### src/shared/tsgn_regs.svh
// Register offsets, field positions and response codes for the task-switch gate block
`ifndef TSGN_REGS_SVH
`define TSGN_REGS_SVH
`define TSGN_OFF_REQ        8'h00
`define TSGN_OFF_STATUS     8'h04
`define TSGN_OFF_RESULT     8'h08
`define TSGN_OFF_DESC       8'h0C
`define TSGN_REQ_KIND_LSB   0
`define TSGN_REQ_GATE_BIT   3
`define TSGN_REQ_LONG_BIT   4
`define TSGN_REQ_NT_BIT     5
`define TSGN_REQ_CPL_LSB    8
`define TSGN_REQ_RPL_LSB    10
`define TSGN_REQ_GDPL_LSB   12
`define TSGN_REQ_OLD_LSB    16
`define TSGN_DESC_BUSY_BIT  9
`define TSGN_DESC_BYTE_OFF  4
`define TSGN_ST_DONE_BIT    0
`define TSGN_ST_FAULT_BIT   1
`define TSGN_ST_SWITCH_BIT  2
`define TSGN_RES_OLDBUSY    0
`define TSGN_RES_NEWBUSY    1
`define TSGN_RES_OLDNT      2
`define TSGN_RES_NEWNT      3
`define TSGN_RES_WRLINK     4
`define TSGN_RES_LINK_LSB   16
`define TSGN_RESP_OKAY      2'h0
`define TSGN_RESP_SLVERR    2'h2
`endif

### src/shared/tsgn_pkg.sv
// Types for the task-switch gate and nesting control block
package tsgn_pkg;
  typedef enum logic [1:0] {
    TSGN_JUMP,
    TSGN_CALL,
    TSGN_INTR,
    TSGN_INTERRUPT_RETURN
  } tsgn_kind_t;
  typedef enum logic [1:0] {
    TSGN_W_IDLE,
    TSGN_W_RESP
  } tsgn_wst_t;
  typedef struct packed {
    tsgn_wst_t   wst;
    logic        awrdy;
    logic        wrdy;
    logic        aw_have;
    logic        w_have;
    logic [7:0]  awaddr;
    logic [31:0] wdata;
    logic        bvalid;
    logic [1:0]  bresp;
    logic        arrdy;
    logic        rvalid;
    logic [31:0] rdata;
    logic [1:0]  rresp;
    logic [31:0] desc;
    logic        done;
    logic        fault;
    logic        switched;
    logic [31:0] result;
  } tsgn_state_t;
endpackage : tsgn_pkg

### src/tsgn_ctrl.sv
// Task-switch gate privilege check and task nesting control, AXI4-Lite slave
// Overview of operation
// Gate privilege level is taken from the gate descriptor field before deciding.
// First gate check passes only when current level <= gate level.
// Second gate check passes only when selector requested level <= gate level.
// Gate switches never compare current level against target descriptor level.
// Failing either gate check denies entry into the target task.
// In long mode any task gate transfer raises a protection fault.
// Jump leaves nested flag and link field unchanged in both tasks.
// Call or interrupt sets new nested flag, links old selector into new task.
// Interrupt return switches only with nested flag set, target from link field.
// Interrupt return clears the outgoing task's nested flag.
// Nested flag may be set at any privilege level; no level check.
// Busy indication is bit 9 of the descriptor word at byte offset +4.
// Jump clears outgoing busy and sets incoming busy.
// Jump to an already busy task faults and does not switch.
// Call or interrupt sets incoming busy and leaves outgoing busy set.
// Call or interrupt to an already busy task faults instead of switching.
// Interrupt return clears outgoing busy, leaves incoming busy untouched.
// Failed privilege check aborts with no state change and a protection fault.
// Software, hardware interrupts and exceptions bypass gate privilege checks.
// Interrupt return makes no comparison against target descriptor level.
// Privilege comparisons are unsigned two-bit, zero most privileged.
`timescale 1ns/100ps
`include "tsgn_regs.svh"

module tsgn_ctrl #(
  parameter int ADDR_W = 8
) (
  // Clock and reset
  input  wire logic              aclk,
  input  wire logic              aresetn,
  // Write address channel
  input  wire logic [ADDR_W-1:0] s_axi_awaddr,
  input  wire logic              s_axi_awvalid,
  output logic                   s_axi_awready,
  // Write data channel
  input  wire logic [31:0]       s_axi_wdata,
  input  wire logic [3:0]        s_axi_wstrb,
  input  wire logic              s_axi_wvalid,
  output logic                   s_axi_wready,
  // Write response channel
  output logic [1:0]             s_axi_bresp,
  output logic                   s_axi_bvalid,
  input  wire logic              s_axi_bready,
  // Read address channel
  input  wire logic [ADDR_W-1:0] s_axi_araddr,
  input  wire logic              s_axi_arvalid,
  output logic                   s_axi_arready,
  // Read data channel
  output logic [31:0]            s_axi_rdata,
  output logic [1:0]             s_axi_rresp,
  output logic                   s_axi_rvalid,
  input  wire logic              s_axi_rready,
  // Decision outputs to the execution sequencer
  output logic                   protection_fault,
  output logic                   switch_taken
);

  tsgn_pkg::tsgn_state_t s_q;
  tsgn_pkg::tsgn_state_t s_d;

  // Decoded request fields, valid while a request word is being written
  tsgn_pkg::tsgn_kind_t kind;
  logic       via_gate;
  logic       long_mode;
  logic       nested_task_flag;
  logic [1:0] current_privilege_level;
  logic [1:0] selector_requested_privilege;
  logic [1:0] gate_privilege_level;
  logic [15:0] old_selector;
  logic       target_busy;
  logic       gate_ok;
  logic       cpl_ok;
  logic       rpl_ok;
  logic       gate_banned;
  logic       fault;
  logic       go;
  logic [31:0] res;
  logic [31:0] desc_new;

  // Merge write data through byte strobes over a base word; the write path passes zero
  function automatic logic [31:0] tsgn_merge(input logic [31:0] old_v,
                                             input logic [31:0] new_v,
                                             input logic [3:0]  strb);
    logic [31:0] r;
    r = old_v;
    for (int i = 0; i < 4; i++) begin
      if (strb[i]) begin
        r[i*8 +: 8] = new_v[i*8 +: 8];
      end
    end
    return r;
  endfunction : tsgn_merge

  // Request decode and the switch decision
  always_comb begin
    kind = tsgn_pkg::tsgn_kind_t'(s_q.wdata[`TSGN_REQ_KIND_LSB +: 2]);
    via_gate = s_q.wdata[`TSGN_REQ_GATE_BIT];
    long_mode = s_q.wdata[`TSGN_REQ_LONG_BIT];
    // Flag is taken as given, whatever level set it
    nested_task_flag = s_q.wdata[`TSGN_REQ_NT_BIT];
    current_privilege_level = s_q.wdata[`TSGN_REQ_CPL_LSB +: 2];
    selector_requested_privilege = s_q.wdata[`TSGN_REQ_RPL_LSB +: 2];
    // Gate level comes from the descriptor field of the request
    gate_privilege_level = s_q.wdata[`TSGN_REQ_GDPL_LSB +: 2];
    old_selector = s_q.wdata[`TSGN_REQ_OLD_LSB +: 16];
    // Busy bit of the target descriptor's second word
    target_busy = s_q.desc[`TSGN_DESC_BUSY_BIT];
    // Unsigned 2-bit compares, zero most privileged
    // First check: current level no weaker than the gate level
    cpl_ok = (current_privilege_level <= gate_privilege_level);
    // Second check: selector's requested level no weaker than the gate
    rpl_ok = (selector_requested_privilege <= gate_privilege_level);
    // Target descriptor level plays no part in a gate switch
    // Either failure alone refuses the switch
    gate_ok = cpl_ok && rpl_ok;
    // No task gates in long mode; no privilege level can rescue them
    gate_banned = via_gate && long_mode;
    fault = 1'b0;
    go = 1'b0;
    res = 32'h0000_0000;
    desc_new = s_q.desc;
    unique case (kind)
      tsgn_pkg::TSGN_JUMP: begin
        // Gate checks only for jump and call through a gate
        fault = gate_banned || (via_gate && !gate_ok) || target_busy;
        go = !fault;
        // Nested flag and link untouched; old busy cleared, new set
        res[`TSGN_RES_OLDBUSY] = 1'b0;
        res[`TSGN_RES_NEWBUSY] = 1'b1;
        res[`TSGN_RES_OLDNT] = nested_task_flag;
        if (go) begin
          desc_new[`TSGN_DESC_BUSY_BIT] = 1'b1;
        end
      end
      tsgn_pkg::TSGN_CALL: begin
        fault = gate_banned || (via_gate && !gate_ok) || target_busy;
        go = !fault;
        res[`TSGN_RES_OLDBUSY] = 1'b1;
        res[`TSGN_RES_NEWBUSY] = 1'b1;
        res[`TSGN_RES_OLDNT] = nested_task_flag;
        res[`TSGN_RES_NEWNT] = 1'b1;
        res[`TSGN_RES_WRLINK] = 1'b1;
        res[`TSGN_RES_LINK_LSB +: 16] = old_selector;
        if (go) begin
          desc_new[`TSGN_DESC_BUSY_BIT] = 1'b1;
        end
      end
      tsgn_pkg::TSGN_INTR: begin
        // Interrupts skip privilege checks, but a gate is still illegal in long mode
        fault = gate_banned || target_busy;
        go = !fault;
        res[`TSGN_RES_OLDBUSY] = 1'b1;
        res[`TSGN_RES_NEWBUSY] = 1'b1;
        res[`TSGN_RES_OLDNT] = nested_task_flag;
        res[`TSGN_RES_NEWNT] = 1'b1;
        res[`TSGN_RES_WRLINK] = 1'b1;
        res[`TSGN_RES_LINK_LSB +: 16] = old_selector;
        if (go) begin
          desc_new[`TSGN_DESC_BUSY_BIT] = 1'b1;
        end
      end
      tsgn_pkg::TSGN_INTERRUPT_RETURN: begin
        // Switch only when nested; target is the link field, no level compare
        go = nested_task_flag;
        res[`TSGN_RES_OLDBUSY] = !go;
        res[`TSGN_RES_NEWBUSY] = target_busy;
        res[`TSGN_RES_OLDNT] = !go && nested_task_flag;
        res[`TSGN_RES_NEWNT] = 1'b0;
      end
    endcase
    if (fault) begin
      // Abort leaves every outgoing state copy as it stood
      res = 32'h0000_0000;
      res[`TSGN_RES_OLDBUSY] = 1'b1;
      res[`TSGN_RES_OLDNT] = nested_task_flag;
      desc_new = s_q.desc;
    end
  end

  // Bus channels and register file in one next-state copy
  always_comb begin
    s_d = s_q;
    // Write address and data taken independently, in either order
    if (s_axi_awvalid && s_q.awrdy) begin
      s_d.awaddr = s_axi_awaddr[7:0];
      s_d.aw_have = 1'b1;
      s_d.awrdy = 1'b0;
    end
    if (s_axi_wvalid && s_q.wrdy) begin
      s_d.wdata = tsgn_merge(32'h0000_0000, s_axi_wdata, s_axi_wstrb);
      s_d.w_have = 1'b1;
      s_d.wrdy = 1'b0;
    end
    // Both halves present: act on the write one cycle later
    if (s_q.wst == tsgn_pkg::TSGN_W_IDLE && s_q.aw_have && s_q.w_have) begin
      s_d.wst = tsgn_pkg::TSGN_W_RESP;
      s_d.bvalid = 1'b1;
      s_d.bresp = `TSGN_RESP_OKAY;
      s_d.aw_have = 1'b0;
      s_d.w_have = 1'b0;
      unique case (s_q.awaddr)
        `TSGN_OFF_REQ: begin
          s_d.done = 1'b1;
          s_d.fault = fault;
          s_d.switched = go;
          s_d.result = res;
          s_d.desc = desc_new;
        end
        `TSGN_OFF_DESC: begin
          s_d.desc = s_q.wdata;
        end
        `TSGN_OFF_STATUS: begin
          // Write one to clear the sticky done flag
          if (s_q.wdata[`TSGN_ST_DONE_BIT]) begin
            s_d.done = 1'b0;
          end
        end
        default: begin
          s_d.bresp = `TSGN_RESP_SLVERR;
        end
      endcase
    end
    if (s_q.wst == tsgn_pkg::TSGN_W_RESP && s_axi_bready) begin
      s_d.wst = tsgn_pkg::TSGN_W_IDLE;
      s_d.bvalid = 1'b0;
      s_d.awrdy = 1'b1;
      s_d.wrdy = 1'b1;
    end
    // Read path: one outstanding read, answered the cycle after address
    if (s_axi_arvalid && s_q.arrdy) begin
      s_d.arrdy = 1'b0;
      s_d.rvalid = 1'b1;
      s_d.rresp = `TSGN_RESP_OKAY;
      unique case (s_axi_araddr[7:0])
        `TSGN_OFF_STATUS: begin
          s_d.rdata = 32'h0000_0000;
          s_d.rdata[`TSGN_ST_DONE_BIT] = s_q.done;
          s_d.rdata[`TSGN_ST_FAULT_BIT] = s_q.fault;
          s_d.rdata[`TSGN_ST_SWITCH_BIT] = s_q.switched;
        end
        `TSGN_OFF_RESULT: s_d.rdata = s_q.result;
        `TSGN_OFF_DESC:   s_d.rdata = s_q.desc;
        `TSGN_OFF_REQ:    s_d.rdata = 32'h0000_0000;
        default: begin
          s_d.rdata = 32'h0000_0000;
          s_d.rresp = `TSGN_RESP_SLVERR;
        end
      endcase
    end
    if (s_q.rvalid && s_axi_rready) begin
      s_d.rvalid = 1'b0;
      s_d.arrdy = 1'b1;
    end
  end

  // Single state register; synchronous reset to constants only
  always_ff @(posedge aclk) begin
    if (!aresetn) begin
      s_q <= '0;
      s_q.awrdy <= 1'b1;
      s_q.wrdy <= 1'b1;
      s_q.arrdy <= 1'b1;
    end else begin
      s_q <= s_d;
    end
  end

  // Outputs straight from flops
  assign s_axi_awready = s_q.awrdy;
  assign s_axi_wready = s_q.wrdy;
  assign s_axi_bvalid = s_q.bvalid;
  assign s_axi_bresp = s_q.bresp;
  assign s_axi_arready = s_q.arrdy;
  assign s_axi_rvalid = s_q.rvalid;
  assign s_axi_rdata = s_q.rdata;
  assign s_axi_rresp = s_q.rresp;
  assign protection_fault = s_q.fault;
  assign switch_taken = s_q.switched;

endmodule : tsgn_ctrl

### config.mk
export PLATFORM = sky130hd
export DESIGN_NAME = tsgn_ctrl
export DESIGN_NICKNAME = d
export VERILOG_FILES = /design/src/shared/tsgn_pkg.sv /design/src/tsgn_ctrl.sv
export VERILOG_INCLUDE_DIRS = /design/src /design/src/shared
export SDC_FILE = /design/constraint.sdc
export NUM_CORES = 1
export LEC_CHECK = 0
export BUFFER_PORTS_ARGS = -buffer_cell sky130_fd_sc_hd__clkbuf_2
export CELL_PAD_IN_SITES_DETAIL_PLACEMENT = 1
export CELL_PAD_IN_SITES_GLOBAL_PLACEMENT = 2
export CORE_UTILIZATION = 30
export DETAILED_ROUTE_END_ITERATION = 7
export PLACE_DENSITY = 0.72
export SLEW_MARGIN = 10
export SYNTH_ARGS = -nofsm -noshare
export SYNTH_HDL_FRONTEND = slang
export SYNTH_SLANG_ARGS = --single-unit
### constraint.sdc
create_clock -name aclk -period 2 [get_ports aclk]
set_input_delay 0.1 -clock aclk [delete_from_list [all_inputs] [get_ports aclk]]
set_output_delay 0.1 -clock aclk [all_outputs]
set_load 0.05 [all_outputs]
Word level (Yosys, flattened, before mapping). Cells that the tools add are included.

Logic and storage cells: 89. Bits of input ports: 59. Register bits after elaboration: 150.

Equal/unequal tests: 13. Magnitude comparators: 2. Bitwise operators: 2. Muxes and demuxes: 20. Reductions and logical operators: 34.

Operator list (number): 32-bit one-hot mux with 3 select lines (1); 32-bit one-hot mux with 2 select lines (1); 32-bit two-way mux (1); 8-bit two-way mux (4); 8-bit by 4-bit == test with 1-bit output (second input constant) (3); 8-bit by 3-bit == test with 1-bit output (second input constant) (2); 8-bit logical NOT (2); 16-bit two-way mux (1); 1-bit logical AND (10); 10-bit two-way mux (1); 2-bit OR reduction (5); 3-bit one-hot mux with 3 select lines (1); 3-bit != test (second input constant) (2); 1-bit one-hot mux with 2 select lines (3); 3-bit AND reduction (2); 6-bit AND reduction (1); 2-bit == test (second input constant) (2); 2-bit less-or-equal comparator (2); 1-bit logical NOT (4); 2-bit logical NOT (2); 1-bit two-way mux (4); 2-bit two-way mux (2); 2-bit != test (second input constant) (2); 2-bit nonzero test (2); other kinds (8) (11).

Logic depth before layout (Yosys ltp).
Depth in word-level cells: 10. Gate-level depth with buffers: 8.

Worst setup path before layout. Ideal clock, no wire load.

Path type: reg-to-reg. From: reg s_q, in the netlist gate_privilege_level[1]. To: reg s_q[27] (netlist name). Arrival: 1.864 ns. Path slack: 0.066 ns. Data required time: 1.930 ns. Buffers on the path: 1. Cell stages (with the launch flop): 9. Library setup time: 0.070 ns. Cell sequence: dfxtp_1 > inv_1 > ha_1 > nor2b_1 > o211ai_2 > a211oi_2 > clkbuf_1 > or4_1 > a21boi_1.

Longest elaborated chain between the ends: 8.

RTL lines: start: declaration (line tsgn_ctrl.sv:60) `tsgn_pkg::tsgn_state_t s_q;`; 2-bit less-or-equal comparator (on tied branches) (line tsgn_ctrl.sv:112, tsgn_ctrl.sv:114); 1-bit logical AND * (line tsgn_ctrl.sv:117) `gate_ok = cpl_ok && rpl_ok;`; 1-bit logical NOT * (line tsgn_ctrl.sv:127, tsgn_ctrl.sv:138); 1-bit logical AND * (line tsgn_ctrl.sv:127, tsgn_ctrl.sv:138); 1-bit logical OR * (2 in series) (line tsgn_ctrl.sv:127, tsgn_ctrl.sv:138); 1-bit one-hot mux with 2 select lines * (line tsgn_ctrl.sv:124) `unique case (kind)`; 32-bit two-way mux * (line tsgn_ctrl.sv:173) `if (fault) begin`.

Mark *: on every way between the ends. The rest lies on a longest branch, timed or not. A chain may end at the register's enable or synchronous reset.

Worst setup path after layout.
From: reg s_q, in the netlist gate_privilege_level[1]. To: reg s_q[30] (netlist name).

The elaborated chain is that of the path after synthesis.

==> flow_results.org <==
** Outcome
- The run finished with clean final reports.

** Layout
- The finished layout holds 1100 standard cells, fillers aside.
- After filler insertion, the fill cell instance count of the layout stands at 2329.
- Final design instance area without fill :: 7930 µm²
- From synthesis to final layout, the design area changed by 29.9%.
- The multi-input combinational cells in the finished layout cover a total of 2900 µm².
- At the end of the flow the core is filled with cells to 0.402.
- In the final layout, flip-flops and latches occupy 2730 µm².
- At the end of the flow, the number of nets in the layout was 891.
- Layout cell share with drive strength beyond 1 :: 0.218
- The repair_antennas step left the layout with diodes totalling 0.

** Placement
- Timing analysis after detailed placement gives a worst setup slack of -16.8 ps.
- Count of input and output buffers :: 99
- In this run the cell area measured after placement is 6700 µm².
- The congestion estimate from routability-driven global placement came to 0.766.
- Cell count after placement :: 1022
- The HPWL after detailed placement is 11800 µm.

** Route
- In the routed design, unresolved DRC markers number 0.
- The first TritonRoute pass finished after 4 iterations.
- Total routed wirelength :: 16800 µm
- Once detail routing completed, the nets flagged for antenna violations numbered 0.
- Via density per instance :: 4.68
- After detailed routing, the average wire length per cell comes to 15.3 µm.
- The final route contains 5152 vias.
- In this run, the number of DRC markers left after iteration 0 of detailed routing was 187.

** Clock network
- TritonCTS built the clock tree.
- After clock tree synthesis, the clock-pin slew on the worst setup and hold paths is 60 ps.
- Clk_lat worst skew :: 430 ps
- Depth of the CTS H-tree :: 4
- Total CTS buffers :: 17
- Bufs on Longest Clock Path :: 2
- The tree built by TritonCTS fans out to 136 sinks.
- Root buffer cell :: clkbuf_16
- In this run the post-CTS setup repair buffer count came out at 0.

** Power
- Dividing total power by cell area gives a power density of 871 nW/µm².
- For this design the static power due to leakage is 3.04 nW.
- Of the total power, combinational logic draws 0.076.
- Overall power consumption after layout is estimated at 6.90 mW.
- Of the total power, the clock network draws 0.516.
- The share of total power dissipated in sequential elements is 0.408.
- Sw Share :: 0.225
- Net switching power :: 1.55 mW
- VDD sags by at most 0.637 mV.
- The internal power of the cells totals 5.35 mW.

** Logic synthesis
- Top cells by count, synth :: nand2_1, dfxtp_1, a21boi_0
- dfxtp_1 takes more of the synthesized area than any other cell.
- Avg Synthesized Cell Area :: 8.45 µm²
- Most numerous cell in the Yosys netlist :: nand2_1
- Yosys mapped the design onto 47 distinct sky130hd cell types.
- The Yosys step of the flow raised 0 warnings.
- Synth top area share :: 0.446
- Counting every instance in the synthesized netlist gives 723.
- Dominant cells by area after synthesis :: dfxtp_1, a21boi_0, nand2_1
- The synthesized netlist occupies a cell area of 6110 µm².
- The most used flip-flop cell after synthesis is dfxtp_1.
- After synthesis the netlist holds a flip-flop and latch count of 136.
- Share of flip-flops with an asynchronous set or reset after synthesis :: 0
- Post-synth EDFFs :: 0
- Of the synthesized area, sequential elements account for 0.446.

** Setup path
- Arrival time at the worst endpoint :: 2310 ps
- Required @ worst endpoint :: 2350 ps
- The critical path goes through inv_4 > ha_4 > nor2b_1 > o211ai_2 > a211oi_4 > buf_6 > or4_4 > a21boi_2.
- The worst setup path is launched from a register.
- The largest single stage delay on the critical path is 480 ps.
- Kind of end point of the critical path :: register
- For the worst flop-to-flop path, the logic depth is 8.
- The critical path is of the register to register type.
- In this run the worst path has a maximum fanout of 5.
- Among all stages on the critical path, the largest delay is contributed by or4_4.

** Min path
- Tightest Hold Check Type :: input pin to register
- The worst hold path was traced through 3 stages.

** Timing
- Final hold violations :: 0
- The worst path in the final design needs a cycle of 1960 ps, including I/O delays and setup.
- Endpoints failing setup :: 0
- Final critical-path share of the clock period :: 0.978
- On the final layout, the worst clock skew is 17.8 ps.
- In the final timing run, aggregate negative setup slack is 0 ps.
- Highest clock rate :: 511 MHz
- Max Slew Vio Count :: 0
- The tightest hold path in the finished design has a slack of 9.29 ps.
- For the pin with the worst max-slew slack, the measured transition is 705 ps.
- In the post-route analysis, the smallest setup slack over all paths is 43.1 ps.
- Worst relative slew slack :: 0.530

** Job
- Max-cap violations in this run came to 0.

** Die
- Ports :: 102
- DIE AREA :: 20900 µm²
- For this configuration, the core starts out at a cell density of 0.310.
- Core Area :: 19700 µm²
- In this run the horizontal extent of the chip is 145 µm.
- From bottom edge to top edge, the die measures 145 µm.
- Number of cell rows :: 51

** Global routing
- Global routing finished with a remaining overflow of 0.
- The first global-routing pass estimated 27400 µm of wire.
- Pin count of the biggest net entering global routing :: 55
- The number of antenna violations at the first check in global routing came to 0.
- The number of global-route vias before repair was 5396.
- Global-route usage over all layers :: 0.170
[logic make-up (layout without fill, tap and decap cells)]
kind of cell | Yosys count | after routing | share of synthesized area
buf+inv | 113 | 224 | 0.0936
simple gates | 284 | 284 | 0.221
other cells | 1 | 2 | 0.000614
flops | 136 | 136 | 0.446
mux | 20 | 20 | 0.0328
compound gates | 159 | 159 | 0.186
fa+ha+maj | 10 | 10 | 0.0205
[registers in the layout, indices dropped and copies added (netlist names), 2 cells and up]
name,count
s_q,72
s_axi_rdata,32
old_selector,16
current_privilege_level,2
gate_privilege_level,2
kind,2
[power by group through the flow]
| stage | Combinational [mW] | Clock (mW) | Sequential (mW) |
|---|---|---|---|
| after floorplan | 0.273 | 0 | 2.88 |
| after global placement | 0.434 | 0 | 2.87 |
| after detailed placement | 0.446 | 0 | 2.87 |
| after CTS | 0.517 | 3.63 | 2.81 |
| after global routing | 0.582 | 3.75 | 2.82 |
| final | 0.526 | 3.56 | 2.82 |
[what timing repair did]
action	4_1_cts	5_1_grt
cloned	0	2
endpoints found under the setup margin	9	16
hold buffers	44	0
gates resized for setup	3	29
pin swaps	3	17
endpoints found under the hold margin	44	0
[final cells by class]
type | instances | area share
sequential | 136 | 0.344
inverter | 26 | 0.0126
tap | 265 | 0.0418
multi-input combinational | 475 | 0.366
timing repair buffer | 166 | 0.151
clock buffer | 22 | 0.0611
clock inverter | 10 | 0.0237
[worst max-delay path, delay by kind of cell (launching register included)]
| family | cells | cell delay (ps) |
|---|---|---|
| adder cells (fa/ha/maj) | 1 | 210 |
| AND/OR/NAND/NOR | 2 | 620 |
| flip-flops | 1 | 350 |
| AO/OA/AOI/OAI | 3 | 500 |
| buffers and inverters | 2 | 200 |
[metal layers]
| metal | GRT usage | part of all wire | routed length (µm) |
|---|---|---|---|
| met3 | 0.0441 | 0.043 | 725 |
| met1 | 0.231 | 0.50 | 8500 |
| met2 | 0.263 | 0.44 | 7400 |
| met4 | 0.0543 | 0.013 | 211 |
| met5 | 0 | 0 | 0 |
[layout by cell type (no fill, tap or decap), types with 3 or more instances in the layout]
cell type,netlist,routed
ha_1,10,8
clkbuf_8,0,4
dlygate4sd3_1,0,44
o21ai_0,27,27
a21boi_2,0,5
o31ai_1,3,3
nor2_1,15,13
and2_1,25,25
dfxtp_2,0,4
inv_1,26,25
buf_12,0,6
clkbuf_2,1,98
nor2b_1,15,14
dfxtp_1,136,132
a21oi_1,10,10
a21boi_0,76,74
a21boi_1,14,11
or4_4,0,5
buf_6,0,3
or4_1,17,12
clkbuf_16,0,17
a22oi_1,11,11
mux2i_1,20,20
nand2_1,150,150
bufinv_16,0,5
nand3_1,47,47
nor3_1,4,3
buf_4,36,14
[worst paths after layout]
| kind | startpoint | end | slack (ps) |
|---|---|---|---|
| setup / recovery | gate_privilege_level[1] | s_q[30] | 40 |
| hold / removal | s_axi_arvalid | s_axi_arready | 9 |
| setup reg to reg | gate_privilege_level[1] | s_q[30] | 40 |
| hold reg to reg | s_q[41] | s_q[41] | 460 |
(Power assumes the default switching activity.)
